[src/logic/tmc_pkg.sv]
package tmc_pkg;
    localparam int TMC_DW = 16;
    localparam int TMC_AW = 8;
    // Register indices; byte address is four times the index
    localparam logic [5:0] TMC_IDX_CFG1 = 6'h00;
    localparam logic [5:0] TMC_IDX_CFG2 = 6'h02;
    localparam logic [5:0] TMC_IDX_CFG3 = 6'h03;
    localparam logic [5:0] TMC_IDX_START = 6'h04;
    localparam logic [5:0] TMC_IDX_TRIG = 6'h05;
    localparam logic [5:0] TMC_IDX_MASK1 = 6'h06;
    localparam logic [5:0] TMC_IDX_MASK2 = 6'h07;
    localparam logic [5:0] TMC_IDX_STAT1 = 6'h08;
    localparam logic [5:0] TMC_IDX_STAT2 = 6'h09;
    localparam logic [15:0] TMC_RST_VAL = 16'h0000;
    // Configuration one fields
    localparam int TMC_C1_TRIG_EN = 11;
    localparam int TMC_C1_START_ON = 10;
    localparam int TMC_C1_STOP_ON = 9;
    localparam int TMC_C1_EXT_EN = 7;
    localparam int TMC_C1_ONLINE = 2;
    localparam int TMC_C1_TRIGGERED = 1;
    localparam int TMC_C1_ACTIVE = 0;
    localparam int TMC_C1_OVR_HI = 11;
    localparam int TMC_C1_OVR_LO = 1;
    // Configuration two fields
    localparam int TMC_C2_ENH_INT = 15;
    localparam int TMC_C2_PAR_EN = 14;
    // Configuration three fields
    localparam int TMC_C3_ENH = 15;
    localparam int TMC_C3_ALT_STS = 5;
    // Start/reset command bits
    localparam int TMC_SR_RESET = 0;
    localparam int TMC_SR_MT_START = 1;
    // Interrupt layout
    localparam int TMC_INT1_W = 15;
    localparam int TMC_INT2_W = 14;
    localparam int TMC_INT1_BASIC_W = 8;
    localparam int TMC_INT1_PAR_BIT = 14;
    localparam logic TMC_PAR_ODD = 1'b1;

    typedef enum logic [1:0] {
        TMC_BC = 2'b00,
        TMC_RT = 2'b01,
        TMC_WMT = 2'b10,
        TMC_MMT = 2'b11
    } tmc_mode_t;

    typedef enum logic [1:0] {
        TMC_MT_OFF = 2'b00,
        TMC_MT_WAIT = 2'b01,
        TMC_MT_STORE = 2'b10
    } tmc_mt_state_t;

    typedef struct packed {
        logic valid;
        logic is_cmd;
        logic is_status;
        logic clean;
        logic [15:0] data;
    } tmc_rx_t;

    typedef struct packed {
        logic wr;
        logic rd;
        logic [15:0] data;
        logic par;
    } tmc_mem_t;
endpackage

[src/logic/tmc_config_regs.sv]
`timescale 1ns/1ps
module tmc_config_regs (
    // Clock and reset
    input wire logic clk,
    input wire logic nrst,
    // APB slave
    input wire logic psel,
    input wire logic penable,
    input wire logic pwrite,
    input wire logic [tmc_pkg::TMC_AW-1:0] paddr,
    input wire logic [31:0] pwdata,
    input wire logic [3:0] pstrb,
    output logic [31:0] prdata,
    output logic pready,
    output logic pslverr,
    // Terminal engine state
    input wire tmc_pkg::tmc_mode_t mode,
    input wire logic rt_msg_busy,
    input wire logic msg_mon_storing,
    input wire logic cmd_illegal,
    input wire logic [10:0] gen_status,
    input wire tmc_pkg::tmc_rx_t rx,
    // Status word out
    output logic [10:0] tx_status,
    // Monitor store control
    output logic store_word,
    output logic [15:0] store_data,
    output logic mon_online,
    // External trigger pin
    input wire logic external_trigger_input,
    // Interrupt condition events
    input wire logic [tmc_pkg::TMC_INT1_W-1:0] int1_ev,
    input wire logic [tmc_pkg::TMC_INT2_W-1:0] int2_ev,
    output logic int_req,
    // Shared memory parity
    input wire tmc_pkg::tmc_mem_t mem,
    output logic mem_wr_par,
    // Configuration two fields to the engine
    output logic [15:0] config_two_out
);
    import tmc_pkg::*;

    logic [15:0] config_one_ff;
    logic [15:0] config_two_ff;
    logic [15:0] config_three_ff;
    logic [15:0] trig_pat_ff;
    logic [TMC_INT1_W-1:0] mask1_ff;
    logic [TMC_INT2_W-1:0] mask2_ff;
    logic [TMC_INT1_W-1:0] stat1_ff;
    logic [TMC_INT2_W-1:0] stat2_ff;
    logic triggered_ff;
    logic store_ff;
    logic [15:0] store_data_ff;
    logic [31:0] prdata_ff;
    tmc_mt_state_t mt_state_ff;
    tmc_mt_state_t nxt_mt_state;

    logic setup;
    logic wr_en;
    logic [5:0] idx;
    logic mapped;
    logic [15:0] wmask;
    logic enh;
    logic alt_en;
    logic mt_enh;
    logic word_mt;
    logic trig_on;
    logic ext_pulse;
    logic ext_evt;
    logic match_cs;
    logic match_cmd;
    logic start_cmd;
    logic soft_reset;
    logic start_hit;
    logic stop_hit;
    logic enh_int;
    logic par_en;
    logic par_err;
    logic [TMC_INT1_W-1:0] eff_mask1;
    logic [TMC_INT2_W-1:0] eff_mask2;
    logic [TMC_INT1_W-1:0] ev1_all;
    logic [TMC_INT1_W-1:0] set1;
    logic [TMC_INT2_W-1:0] set2;
    logic [15:0] cfg1_rd;
    // Byte-lane merge results for the narrower mask registers
    logic [15:0] mask1_wr;
    logic [15:0] mask2_wr;

    // Bus decode
    assign setup = psel && !penable;
    assign wr_en = psel && penable && pwrite && mapped;
    assign idx = paddr[TMC_AW-1:2];
    assign wmask = {{8{pstrb[1]}}, {8{pstrb[0]}}};
    assign pready = 1'b1;
    assign pslverr = psel && penable && !mapped;
    assign prdata = prdata_ff;

    always_comb begin
        unique case (idx)
            TMC_IDX_CFG1, TMC_IDX_CFG2, TMC_IDX_CFG3, TMC_IDX_START, TMC_IDX_TRIG,
            TMC_IDX_MASK1, TMC_IDX_MASK2, TMC_IDX_STAT1, TMC_IDX_STAT2: mapped = 1'b1;
            default: mapped = 1'b0;
        endcase
    end

    function automatic logic [15:0] merge(input logic [15:0] old, input logic [31:0] wd, input logic [15:0] m);
        merge = (old & ~m) | (wd[15:0] & m);
    endfunction

    // Mode qualifiers
    assign enh = config_three_ff[TMC_C3_ENH];
    assign alt_en = enh && config_three_ff[TMC_C3_ALT_STS] && (mode == TMC_RT);
    assign mt_enh = enh && ((mode == TMC_WMT) || (mode == TMC_MMT));
    assign word_mt = mt_enh && (mode == TMC_WMT);
    assign trig_on = word_mt && config_one_ff[TMC_C1_TRIG_EN];
    assign enh_int = enh && config_two_ff[TMC_C2_ENH_INT];
    assign par_en = enh && config_two_ff[TMC_C2_PAR_EN];

    // Software monitor commands
    assign start_cmd = wr_en && (idx == TMC_IDX_START) && pstrb[0] && pwdata[TMC_SR_MT_START];
    assign soft_reset = wr_en && (idx == TMC_IDX_START) && pstrb[0] && pwdata[TMC_SR_RESET];

    tmc_trig_sync u_sync (
        .clk(clk),
        .nrst(nrst),
        .pin(external_trigger_input),
        .pulse(ext_pulse)
    );

    // Trigger events
    assign ext_evt = trig_on && config_one_ff[TMC_C1_EXT_EN] && ext_pulse;
    assign match_cs = rx.valid && rx.clean && (rx.is_cmd || rx.is_status) && (rx.data == trig_pat_ff);
    assign match_cmd = match_cs && rx.is_cmd;
    assign start_hit = trig_on && config_one_ff[TMC_C1_START_ON] && (match_cs || ext_evt);
    assign stop_hit = trig_on && config_one_ff[TMC_C1_STOP_ON] && ((trig_on && match_cmd) || ext_evt);

    // Monitor state
    always_comb begin
        nxt_mt_state = mt_state_ff;
        unique case (mt_state_ff)
            TMC_MT_OFF: begin
                nxt_mt_state = TMC_MT_OFF;
            end
            TMC_MT_WAIT: begin
                if (start_hit) begin
                    nxt_mt_state = TMC_MT_STORE;
                end
            end
            TMC_MT_STORE: begin
                if (stop_hit) begin
                    nxt_mt_state = TMC_MT_OFF;
                end
            end
            default: nxt_mt_state = TMC_MT_OFF;
        endcase
        if (start_cmd && mt_enh) begin
            nxt_mt_state = (trig_on && config_one_ff[TMC_C1_START_ON]) ? TMC_MT_WAIT : TMC_MT_STORE;
        end
        if (soft_reset || !mt_enh) begin
            nxt_mt_state = TMC_MT_OFF;
        end
    end

    always_ff @(posedge clk) begin
        if (!nrst) begin
            mt_state_ff <= TMC_MT_OFF;
        end else begin
            mt_state_ff <= nxt_mt_state;
        end
    end

    assign mon_online = (mt_state_ff != TMC_MT_OFF);

    // Triggered flag; a trigger stop leaves it set until a start command, a soft reset or leaving word monitor mode
    // A trigger in the same cycle as a clear wins, so no event is lost
    always_ff @(posedge clk) begin
        if (!nrst) begin
            triggered_ff <= 1'b0;
        end else if (mon_online && (match_cmd || ext_evt) && trig_on) begin
            triggered_ff <= 1'b1;
        end else if (start_cmd || soft_reset || !word_mt) begin
            triggered_ff <= 1'b0;
        end
    end

    // Word storing strobe, matching word included at both ends
    always_ff @(posedge clk) begin
        if (!nrst) begin
            store_ff <= 1'b0;
            store_data_ff <= TMC_RST_VAL;
        end else begin
            store_ff <= rx.valid && word_mt &&
                ((mt_state_ff == TMC_MT_STORE) || ((mt_state_ff == TMC_MT_WAIT) && start_hit));
            if (rx.valid) begin
                store_data_ff <= rx.data;
            end
        end
    end

    assign store_word = store_ff;
    assign store_data = store_data_ff;

    // Transmitted status word; index 10 is bit time 9, index 0 is bit time 19
    always_comb begin
        if (alt_en) begin
            tx_status = config_one_ff[TMC_C1_OVR_HI:TMC_C1_OVR_LO];
            tx_status[10] = config_one_ff[TMC_C1_OVR_HI] | cmd_illegal;
        end else begin
            tx_status = gen_status;
        end
    end

    // Configuration registers
    always_ff @(posedge clk) begin
        if (!nrst) begin
            config_one_ff <= TMC_RST_VAL;
            config_two_ff <= TMC_RST_VAL;
            config_three_ff <= TMC_RST_VAL;
            trig_pat_ff <= TMC_RST_VAL;
        end else if (wr_en) begin
            unique case (idx)
                TMC_IDX_CFG1: config_one_ff <= merge(config_one_ff, pwdata, wmask);
                TMC_IDX_CFG2: config_two_ff <= merge(config_two_ff, pwdata, wmask);
                TMC_IDX_CFG3: config_three_ff <= merge(config_three_ff, pwdata, wmask);
                TMC_IDX_TRIG: trig_pat_ff <= merge(trig_pat_ff, pwdata, wmask);
                default: ;
            endcase
        end
    end

    assign config_two_out = config_two_ff;

    assign mask1_wr = merge({1'b0, mask1_ff}, pwdata, wmask);
    assign mask2_wr = merge({2'b00, mask2_ff}, pwdata, wmask);

    always_ff @(posedge clk) begin
        if (!nrst) begin
            mask1_ff <= '0;
            mask2_ff <= '0;
        end else if (wr_en && (idx == TMC_IDX_MASK1)) begin
            mask1_ff <= mask1_wr[TMC_INT1_W-1:0];
        end else if (wr_en && (idx == TMC_IDX_MASK2)) begin
            mask2_ff <= mask2_wr[TMC_INT2_W-1:0];
        end
    end

    // Memory parity
    tmc_parity u_par (
        .clk(clk),
        .nrst(nrst),
        .en(par_en),
        .mem(mem),
        .wr_par(mem_wr_par),
        .err(par_err)
    );

    // Interrupt enabling and status setting
    assign eff_mask1 = enh_int ? mask1_ff : {{(TMC_INT1_W-TMC_INT1_BASIC_W){1'b0}},
        mask1_ff[TMC_INT1_BASIC_W-1:0]};
    assign eff_mask2 = enh_int ? mask2_ff : '0;
    always_comb begin
        ev1_all = int1_ev;
        ev1_all[TMC_INT1_PAR_BIT] = int1_ev[TMC_INT1_PAR_BIT] | par_err;
    end
    assign set1 = enh_int ? ev1_all : (ev1_all & eff_mask1);
    assign set2 = enh_int ? int2_ev : (int2_ev & eff_mask2);

    // Write one clears a status bit; a new event in the same cycle wins
    always_ff @(posedge clk) begin
        if (!nrst) begin
            stat1_ff <= '0;
            stat2_ff <= '0;
        end else begin
            if (wr_en && (idx == TMC_IDX_STAT1)) begin
                stat1_ff <= (stat1_ff & ~(pwdata[TMC_INT1_W-1:0] & wmask[TMC_INT1_W-1:0])) | set1;
            end else begin
                stat1_ff <= stat1_ff | set1;
            end
            if (wr_en && (idx == TMC_IDX_STAT2)) begin
                stat2_ff <= (stat2_ff & ~(pwdata[TMC_INT2_W-1:0] & wmask[TMC_INT2_W-1:0])) | set2;
            end else begin
                stat2_ff <= stat2_ff | set2;
            end
        end
    end

    assign int_req = |(stat1_ff & eff_mask1) || |(stat2_ff & eff_mask2);

    // Configuration one readback with mode-dependent status bits
    always_comb begin
        cfg1_rd = config_one_ff;
        cfg1_rd[TMC_C1_ACTIVE] = 1'b0;
        if (mode == TMC_RT) begin
            cfg1_rd[TMC_C1_ACTIVE] = enh && rt_msg_busy;
        end else if (mt_enh) begin
            cfg1_rd[TMC_C1_ONLINE] = mon_online;
            cfg1_rd[TMC_C1_TRIGGERED] = word_mt && triggered_ff;
            cfg1_rd[TMC_C1_ACTIVE] = word_mt ? mon_online : (mon_online && msg_mon_storing);
        end
    end

    // Read data captured in the setup phase, no wait states
    always_ff @(posedge clk) begin
        if (!nrst) begin
            prdata_ff <= '0;
        end else if (setup && !pwrite) begin
            prdata_ff <= '0;
            unique case (idx)
                TMC_IDX_CFG1: prdata_ff[15:0] <= cfg1_rd;
                TMC_IDX_CFG2: prdata_ff[15:0] <= config_two_ff;
                TMC_IDX_CFG3: prdata_ff[15:0] <= config_three_ff;
                TMC_IDX_TRIG: prdata_ff[15:0] <= trig_pat_ff;
                TMC_IDX_MASK1: prdata_ff[TMC_INT1_W-1:0] <= mask1_ff;
                TMC_IDX_MASK2: prdata_ff[TMC_INT2_W-1:0] <= mask2_ff;
                TMC_IDX_STAT1: prdata_ff[TMC_INT1_W-1:0] <= stat1_ff;
                TMC_IDX_STAT2: prdata_ff[TMC_INT2_W-1:0] <= stat2_ff;
                default: ;
            endcase
        end
    end
endmodule // tmc_config_regs

[src/logic/tmc_trig_sync.sv]
`timescale 1ns/1ps
module tmc_trig_sync (
    // Clock and reset
    input wire logic clk,
    input wire logic nrst,
    // Asynchronous pin and its event
    input wire logic pin,
    output logic pulse
);
    logic s1_ff;
    logic s2_ff;
    logic s3_ff;
    logic lvl_ff;
    logic pulse_ff;

    always_ff @(posedge clk) begin
        if (!nrst) begin
            s1_ff <= 1'b0;
            s2_ff <= 1'b0;
            s3_ff <= 1'b0;
        end else begin
            s1_ff <= pin;
            s2_ff <= s1_ff;
            s3_ff <= s2_ff;
        end
    end

    // Level is accepted only when the last two stages agree
    always_ff @(posedge clk) begin
        if (!nrst) begin
            lvl_ff <= 1'b0;
            pulse_ff <= 1'b0;
        end else begin
            if (s2_ff == s3_ff) begin
                lvl_ff <= s3_ff;
            end
            pulse_ff <= (s2_ff == s3_ff) && s3_ff && !lvl_ff;
        end
    end

    assign pulse = pulse_ff;
endmodule // tmc_trig_sync

[src/logic/tmc_parity.sv]
`timescale 1ns/1ps
module tmc_parity (
    // Clock and reset
    input wire logic clk,
    input wire logic nrst,
    // Control
    input wire logic en,
    // Memory access
    input wire tmc_pkg::tmc_mem_t mem,
    output logic wr_par,
    output logic err
);
    import tmc_pkg::*;

    logic err_ff;

    // Seventeenth bit for every write while parity is enabled, held at zero otherwise
    assign wr_par = en & (^mem.data ^ TMC_PAR_ODD);

    always_ff @(posedge clk) begin
        if (!nrst) begin
            err_ff <= 1'b0;
        end else begin
            err_ff <= en && mem.rd && (mem.par != (^mem.data ^ TMC_PAR_ODD));
        end
    end

    assign err = err_ff;
endmodule // tmc_parity

[config.mk]
export PLATFORM = sky130hd
export DESIGN_NAME = tmc_config_regs
export DESIGN_NICKNAME = d
export VERILOG_FILES = /design/src/logic/tmc_pkg.sv /design/src/logic/tmc_config_regs.sv /design/src/logic/tmc_trig_sync.sv /design/src/logic/tmc_parity.sv
export SDC_FILE = /design/constraint.sdc
export NUM_CORES = 1
export LEC_CHECK = 0
export BUFFER_PORTS_ARGS = -buffer_cell sky130_fd_sc_hd__buf_2
export CAP_MARGIN = 20
export CORE_UTILIZATION = 53
export DETAILED_ROUTE_END_ITERATION = 7
export PLACE_DENSITY = 0.8
export SYNTH_ARGS = -nofsm -noshare
export SYNTH_HDL_FRONTEND = slang
export SYNTH_SLANG_ARGS = --single-unit
[constraint.sdc]
create_clock -name clk -period 2.98 [get_ports clk]
set_clock_uncertainty 0.2 [all_clocks]
set_input_delay 0.596 -clock clk [delete_from_list [all_inputs] [get_ports clk]]
set_output_delay 0.596 -clock clk [all_outputs]
set_load 0.02 [all_outputs]
[After elaboration in Yosys (flattened, before gate mapping)]
Memory sizes are Yosys's and may differ from the RTL's.
Cells that the tools add are included.
Storage, ports and cells
  flip-flop bits (word level): 164
  memory bits (read-only): 16
  input port bits: 134
  output and inout bits: 81
  word-level logic and storage cells: 169
  memories: 1
Cells by class
  eq/ne operators: 18
  muxes and demuxes: 22
  bitwise operators: 34
  reduce and logical (&&, ||, !) cells: 75
Memories
  (name not given): depth 16, width 1, rd ports 1, clocked after Yosys merged registers in 0, write ports 0, RTL line tmc_config_regs.sv:99  | unique case (idx)
Operators with widths (number)
  14-bit case mux with 8 select lines: 1
  16-bit bitwise AND: 5
  15-bit bitwise AND: 5
  14-bit bitwise AND: 5
  16-bit OR: 4
  1-bit logical AND: 45
  15-bit two-way mux: 3
  15-bit OR: 3
  14-bit two-way mux: 3
  14-bit OR: 3
  6-bit by 3-bit == test with 1-bit output (second input constant): 4
  16-bit == test: 1
  16-bit NOT: 1
  16-bit XOR reduction: 1
  15-bit NOT: 1
  15-bit OR reduction: 1
  14-bit NOT: 1
  14-bit OR reduction: 1
  6-bit by 2-bit == test with 1-bit output (second input constant): 2
  6-bit by 4-bit == test with 1-bit output (second input constant): 2
  2-bit AND reduction: 6
  11-bit two-way mux: 1
  1-bit logical OR: 10
  2-bit two-way mux: 5
  18 further kinds: 35

[Depth between registers and ports, before layout]
  depth after elaboration: 12
  gate-level depth with buffers: 9

[Hierarchy]
A second synthesis with hierarchy kept.
Unflattened totals
  cells, all modules: 899
  area total of the unflattened synthesis: 7938.9 sq um
By module, submodules not included
  tmc_config_regs: times used 1, cells each 866, area each 7599.8 sq um
  tmc_parity: times used 1, cells each 20, area each 183.9 sq um
  tmc_trig_sync: times used 1, cells each 13, area each 155.1 sq um

[Worst setup path before layout]
No wires, ideal clock.
  kind: in2out
  start point: in mode[0]
  end point: out tx_status[10]
  data arrival time: 1651 ps
  data required time: 2184 ps
  path slack: 533 ps
  stages: 4
  buffers on the path: 1
  path through: nor2b_1 > nand3_1 > clkbuf_1 > o21ai_0
On the way
  longest elaborated chain between the ends: 3
Ends and longest elaborated chain
  from (decl): RTL line tmc_config_regs.sv:17  | input wire tmc_pkg::tmc_mode_t mode,
  2-bit by 1-bit == test with 1-bit output: RTL line tmc_config_regs.sv:112  | assign alt_en = enh && config_three_ff[TMC_C3_ALT_STS] && (mode == TMC_RT);
  1-bit logical AND: RTL line tmc_config_regs.sv:112
  11-bit two-way mux: RTL line tmc_config_regs.sv:205  | if (alt_en) begin
  to (decl): RTL line tmc_config_regs.sv:24  | output logic [10:0] tx_status,
Every way passes these cells.

[Worst setup path after layout]
  start point: reg stat1_ff[8]
  end point: out int_req
On the way
  longest elaborated chain between the ends: 3
Ends and longest elaborated chain
  from (decl): RTL line tmc_config_regs.sv:49  | logic [TMC_INT1_W-1:0] stat1_ff;
  from (signal assigned): RTL line tmc_config_regs.sv:275  | stat1_ff <= (stat1_ff & ~(pwdata[TMC_INT1_W-1:0] & wmask[TMC_INT1_W-1:0])) | set1;
  from (signal assigned): RTL line tmc_config_regs.sv:277  | stat1_ff <= stat1_ff | set1;
  15-bit bitwise AND: RTL line tmc_config_regs.sv:287  | assign int_req = |(stat1_ff & eff_mask1) || |(stat2_ff & eff_mask2);
  15-bit OR reduction: RTL line tmc_config_regs.sv:287
  1-bit logical OR: RTL line tmc_config_regs.sv:287
  to (decl): RTL line tmc_config_regs.sv:34  | output logic int_req,
Every way passes these cells.

==> run summary <==
====================================================================================================
Synthesized-area fraction occupied by xor and xnor cells ..............................      0.03478
Worst slack, placed ...................................................................    0.2374 ns
Max-cap check violation count .........................................................            0
Number of warnings reported in the yosys synthesis log ................................            0
Initial antenna violation count .......................................................            2
Cell Area, Synth ...................................................................... 0.008059 mm2
Overall fraction of global-route tracks in use ........................................       0.2974
Dominant cells by area after synthesis ................................................ sky130_fd_sc_hd__dfxtp_1 40%, sky130_fd_sc_hd__mux2i_1 11%, sky130_fd_sc_hd__nor2b_1 7.5%, sky130_fd_sc_hd__nand2_1 5.3%, sky130_fd_sc_hd__a21boi_0 4.2%
Post-route cell area .................................................................. 0.009679 mm2
CTS tree ..............................................................................         done
Violated checks .......................................................................          DRC
Clock-pin slew reported for the worst setup and hold paths after clock tree synthesis .      0.06 ns
FMAX ..................................................................................    349.3 MHz
H-tree depth ..........................................................................            4
Count of cells resized by post-cts repair .............................................            0
Status ................................................................................ finished, violations left
Number of enable-type register cells in the synthesized netlist .......................            0
Compound-Gate Fraction of Synth Area ..................................................       0.1379
Initial cell density of the core ......................................................       0.5483
Critical path fanouts, max ............................................................            3
Fraction of synthesized cell area taken by the top area cell type .....................       0.4049
Sort of element at the start of the critical path .....................................    flip-flop
Count of TritonRoute iterations in the first routing pass .............................            8
Worst Path Class, Setup ............................................................... flip-flop to output pin
Worst path arrival time ...............................................................      2.07 ns
Hold/Removal Path Class ............................................................... input port to flip-flop
Per-cell via count in the routed design ...............................................        5.888
Share of the clock period used by the worst path ......................................       0.9607
Clock latency on the worst-skew pair ..................................................      0.43 ns
Mean instance size in the synthesized netlist .........................................    9.371 um2
Cell variety after synth ..............................................................           56
Worst setup margin ....................................................................    0.1172 ns
Hold Worst Slack ......................................................................    0.1666 ns
Vias after detailed routing ...........................................................         7154
Number of buffers added on ports ......................................................          176
Clock root buffer ..................................................................... sky130_fd_sc_hd__clkbuf_16
Maximum root-to-sink buffer count .....................................................            2
Top-Level Pins ........................................................................          215
Fraction of the core area covered by cells at the end of the flow .....................       0.6585
Number of global-route vias before repair .............................................         6810
Fin nets ..............................................................................         1151
Worst-case vdd ir drop ................................................................     427.4 uV
Accumulated negative setup slack ......................................................         0 ns
Detail-routed net length per standard cell ............................................     18.82 um
Post-DP HPWL ..........................................................................     16580 um
Global-route wire length before repair ................................................     36070 um
DRC violations left ...................................................................           13
Area delta synth->final ...............................................................       20.11%
Placement-stage cell area ............................................................. 0.009056 mm2
Layout cells sized above 1 ............................................................       0.2595
Cells after Synth .....................................................................          860
Final Max Tran Viols ..................................................................            0
Required @ worst endpoint .............................................................      2.18 ns
Wire length after detailed routing ....................................................     22870 um
Starting DRT DRC Count ................................................................          861
Number of buffers added by the clock tree synthesis step ..............................           17
Power per unit of standard cell area .................................................. 509.6 mW/mm2
Weighted congestion at the end of routability-driven global placement .................       0.9067
Transition at the pin with the smallest max-transition slack ..........................    0.6620 ns
Main combinational cell family by area after synthesis ................................ simple AND/OR/NAND/NOR gates
Post-CTS setup repair buffer count ....................................................            0
Final setup viols .....................................................................            0
Dominant register cell in the synthesized netlist ..................................... sky130_fd_sc_hd__dfxtp_1
Std-Cell Rows .........................................................................           44
Hold buffer count at cts ..............................................................            0
Number of hold violations in the final report .........................................            0
Synthesized flop and latch total ......................................................          163
Static leakage ........................................................................  0.004080 uW
Cell taking the most area after synthesis ............................................. sky130_fd_sc_hd__dfxtp_1
Kind of capture point of the worst setup path .........................................   output pin
Largest net degree at the start of global routing .....................................          112
Post-synth ARST share .................................................................            0
Overflow left after global routing ....................................................            0
Portion of netlist area occupied by mux cells .........................................       0.1624
Area of the core ......................................................................  0.01470 mm2
Unrepaired setup endpoints after global routing .......................................        false
Simple-gate share of the synthesized area .............................................       0.2034
Area enclosed by the die boundary .....................................................  0.01570 mm2
Die Span Y ............................................................................     125.3 um
Remaining number of nets flagged by the antenna check after routing ...................            0
Relative slew slack ...................................................................       0.5574
Clock period minus final worst setup slack ............................................     2.863 ns
Sequential cell area fraction in the yosys report .....................................       0.4049
Die Wd ................................................................................     125.3 um
Sink Count ............................................................................          163
Synthesized-area fraction occupied by adder cells .....................................     0.001553
====================================================================================================
## synth_stat cells (16+ instances only)
library cell,instances
sky130_fd_sc_hd__dfxtp_1,163
sky130_fd_sc_hd__nand2_1,113
sky130_fd_sc_hd__mux2i_1,88
sky130_fd_sc_hd__a21boi_0,45
sky130_fd_sc_hd__clkbuf_1,39
sky130_fd_sc_hd__buf_4,22
sky130_fd_sc_hd__nand3_1,28
sky130_fd_sc_hd__xor2_1,18
sky130_fd_sc_hd__buf_2,16
sky130_fd_sc_hd__o21ai_0,43
sky130_fd_sc_hd__a22oi_1,24
sky130_fd_sc_hd__a221oi_1,17
sky130_fd_sc_hd__nor2b_1,96
## per-stage QoR
step / power (uW) / instances
3_3_place_gp: 2666 / 1181
2_1_floorplan: 2518 / 875
4_1_cts: 4939 / 1213
5_1_grt: 5064 / 1215
6_report: 4932 / 1215
3_5_place_dp: 2670 / 1181
## path summary, 6_finish.rpt
path | from | endpoint | slack, ns | cells after the start
worst max-delay path | stat1_ff[8]$_SDFF_PN0_ | int_req | 0.12 | 6
worst min-delay path | external_trigger_input | u_sync.s1_ff$_SDFF_PN0_ | 0.17 | 2
worst max register to register | flip-flop | store_word$_SDFF_PN0_ | 0.60 | 6
worst min register to register | u_sync.lvl_ff$_SDFFE_PN0N_ | u_sync.pulse$_SDFF_PN0_ | 0.22 | 1
## per-layer routing
metal / share of wire / global-route usage / up-vias
met5: 0 / 0 / -
met4: 0.044 / 0.1743 / 0
met3: 0.085 / 0.05777 / 72
met2: 0.47 / 0.4703 / 399
met1: 0.40 / 0.3793 / 3376
li1: - / - / 3307
## final cells by class
| class | instances | area, um2 |
|---|---|---|
| Clock buffer | 20 | 436.7 |
| Sequential cell | 163 | 3263 |
| Inverter | 9 | 33.78 |
| Clock inverter | 12 | 181.4 |
| Tap cell | 184 | 230.2 |
| Timing Repair Buffer | 202 | 1114 |
| Multi-Input combinational cell | 623 | 4415 |
| Antenna cell | 2 | 5.005 |
| Fill cell | 1194 | 5020 |
## kinds of logic (layout without fill, tap and decap cells)
family	Yosys count	count (layout)
adders and majority gates	1	1
muxes	112	112
xor gates and xnor gates	32	32
buffers and inverters	89	243
AOI/OAI and AO/OA	157	157
DFF	163	163
other	2	19
and+or+nand+nor	304	304
## critical path, stage by stage (launching register included)
cell and delay [ns]:
sky130_fd_sc_hd__dfxtp_1 0.34, sky130_fd_sc_hd__a22o_1 0.24, sky130_fd_sc_hd__a221oi_1 0.23, sky130_fd_sc_hd__nand4_1 0.12
sky130_fd_sc_hd__o21ai_0 0.35, sky130_fd_sc_hd__nand4_1 0.16, sky130_fd_sc_hd__buf_2 0.19
## power by group
group | internal, uW | switching [uW]
registers | 2190 | 7.19
logic | 183 | 240
clock network | 1400 | 903
## placed cells by master, fill, tap and decap left out, types with 6 or more instances in the layout
master,instances
sky130_fd_sc_hd__buf_2,176
sky130_fd_sc_hd__dfxtp_1,163
sky130_fd_sc_hd__nand2_1,113
sky130_fd_sc_hd__nor2b_1,96
sky130_fd_sc_hd__mux2i_1,88
sky130_fd_sc_hd__a21boi_0,45
sky130_fd_sc_hd__o21ai_0,43
sky130_fd_sc_hd__nand3_1,28
sky130_fd_sc_hd__a22oi_1,24
sky130_fd_sc_hd__buf_4,23
sky130_fd_sc_hd__xor2_1,18
sky130_fd_sc_hd__a221oi_1,17
sky130_fd_sc_hd__conb_1,17
sky130_fd_sc_hd__clkbuf_16,17
sky130_fd_sc_hd__xnor2_1,14
sky130_fd_sc_hd__mux4_2,14
sky130_fd_sc_hd__and2_1,12
sky130_fd_sc_hd__mux2_2,10
sky130_fd_sc_hd__nand4_1,10
sky130_fd_sc_hd__nor2_1,10
sky130_fd_sc_hd__inv_1,9
sky130_fd_sc_hd__and3_1,6
sky130_fd_sc_hd__a21oi_1,6
Note: power is estimated with default switching activity, not from simulation.
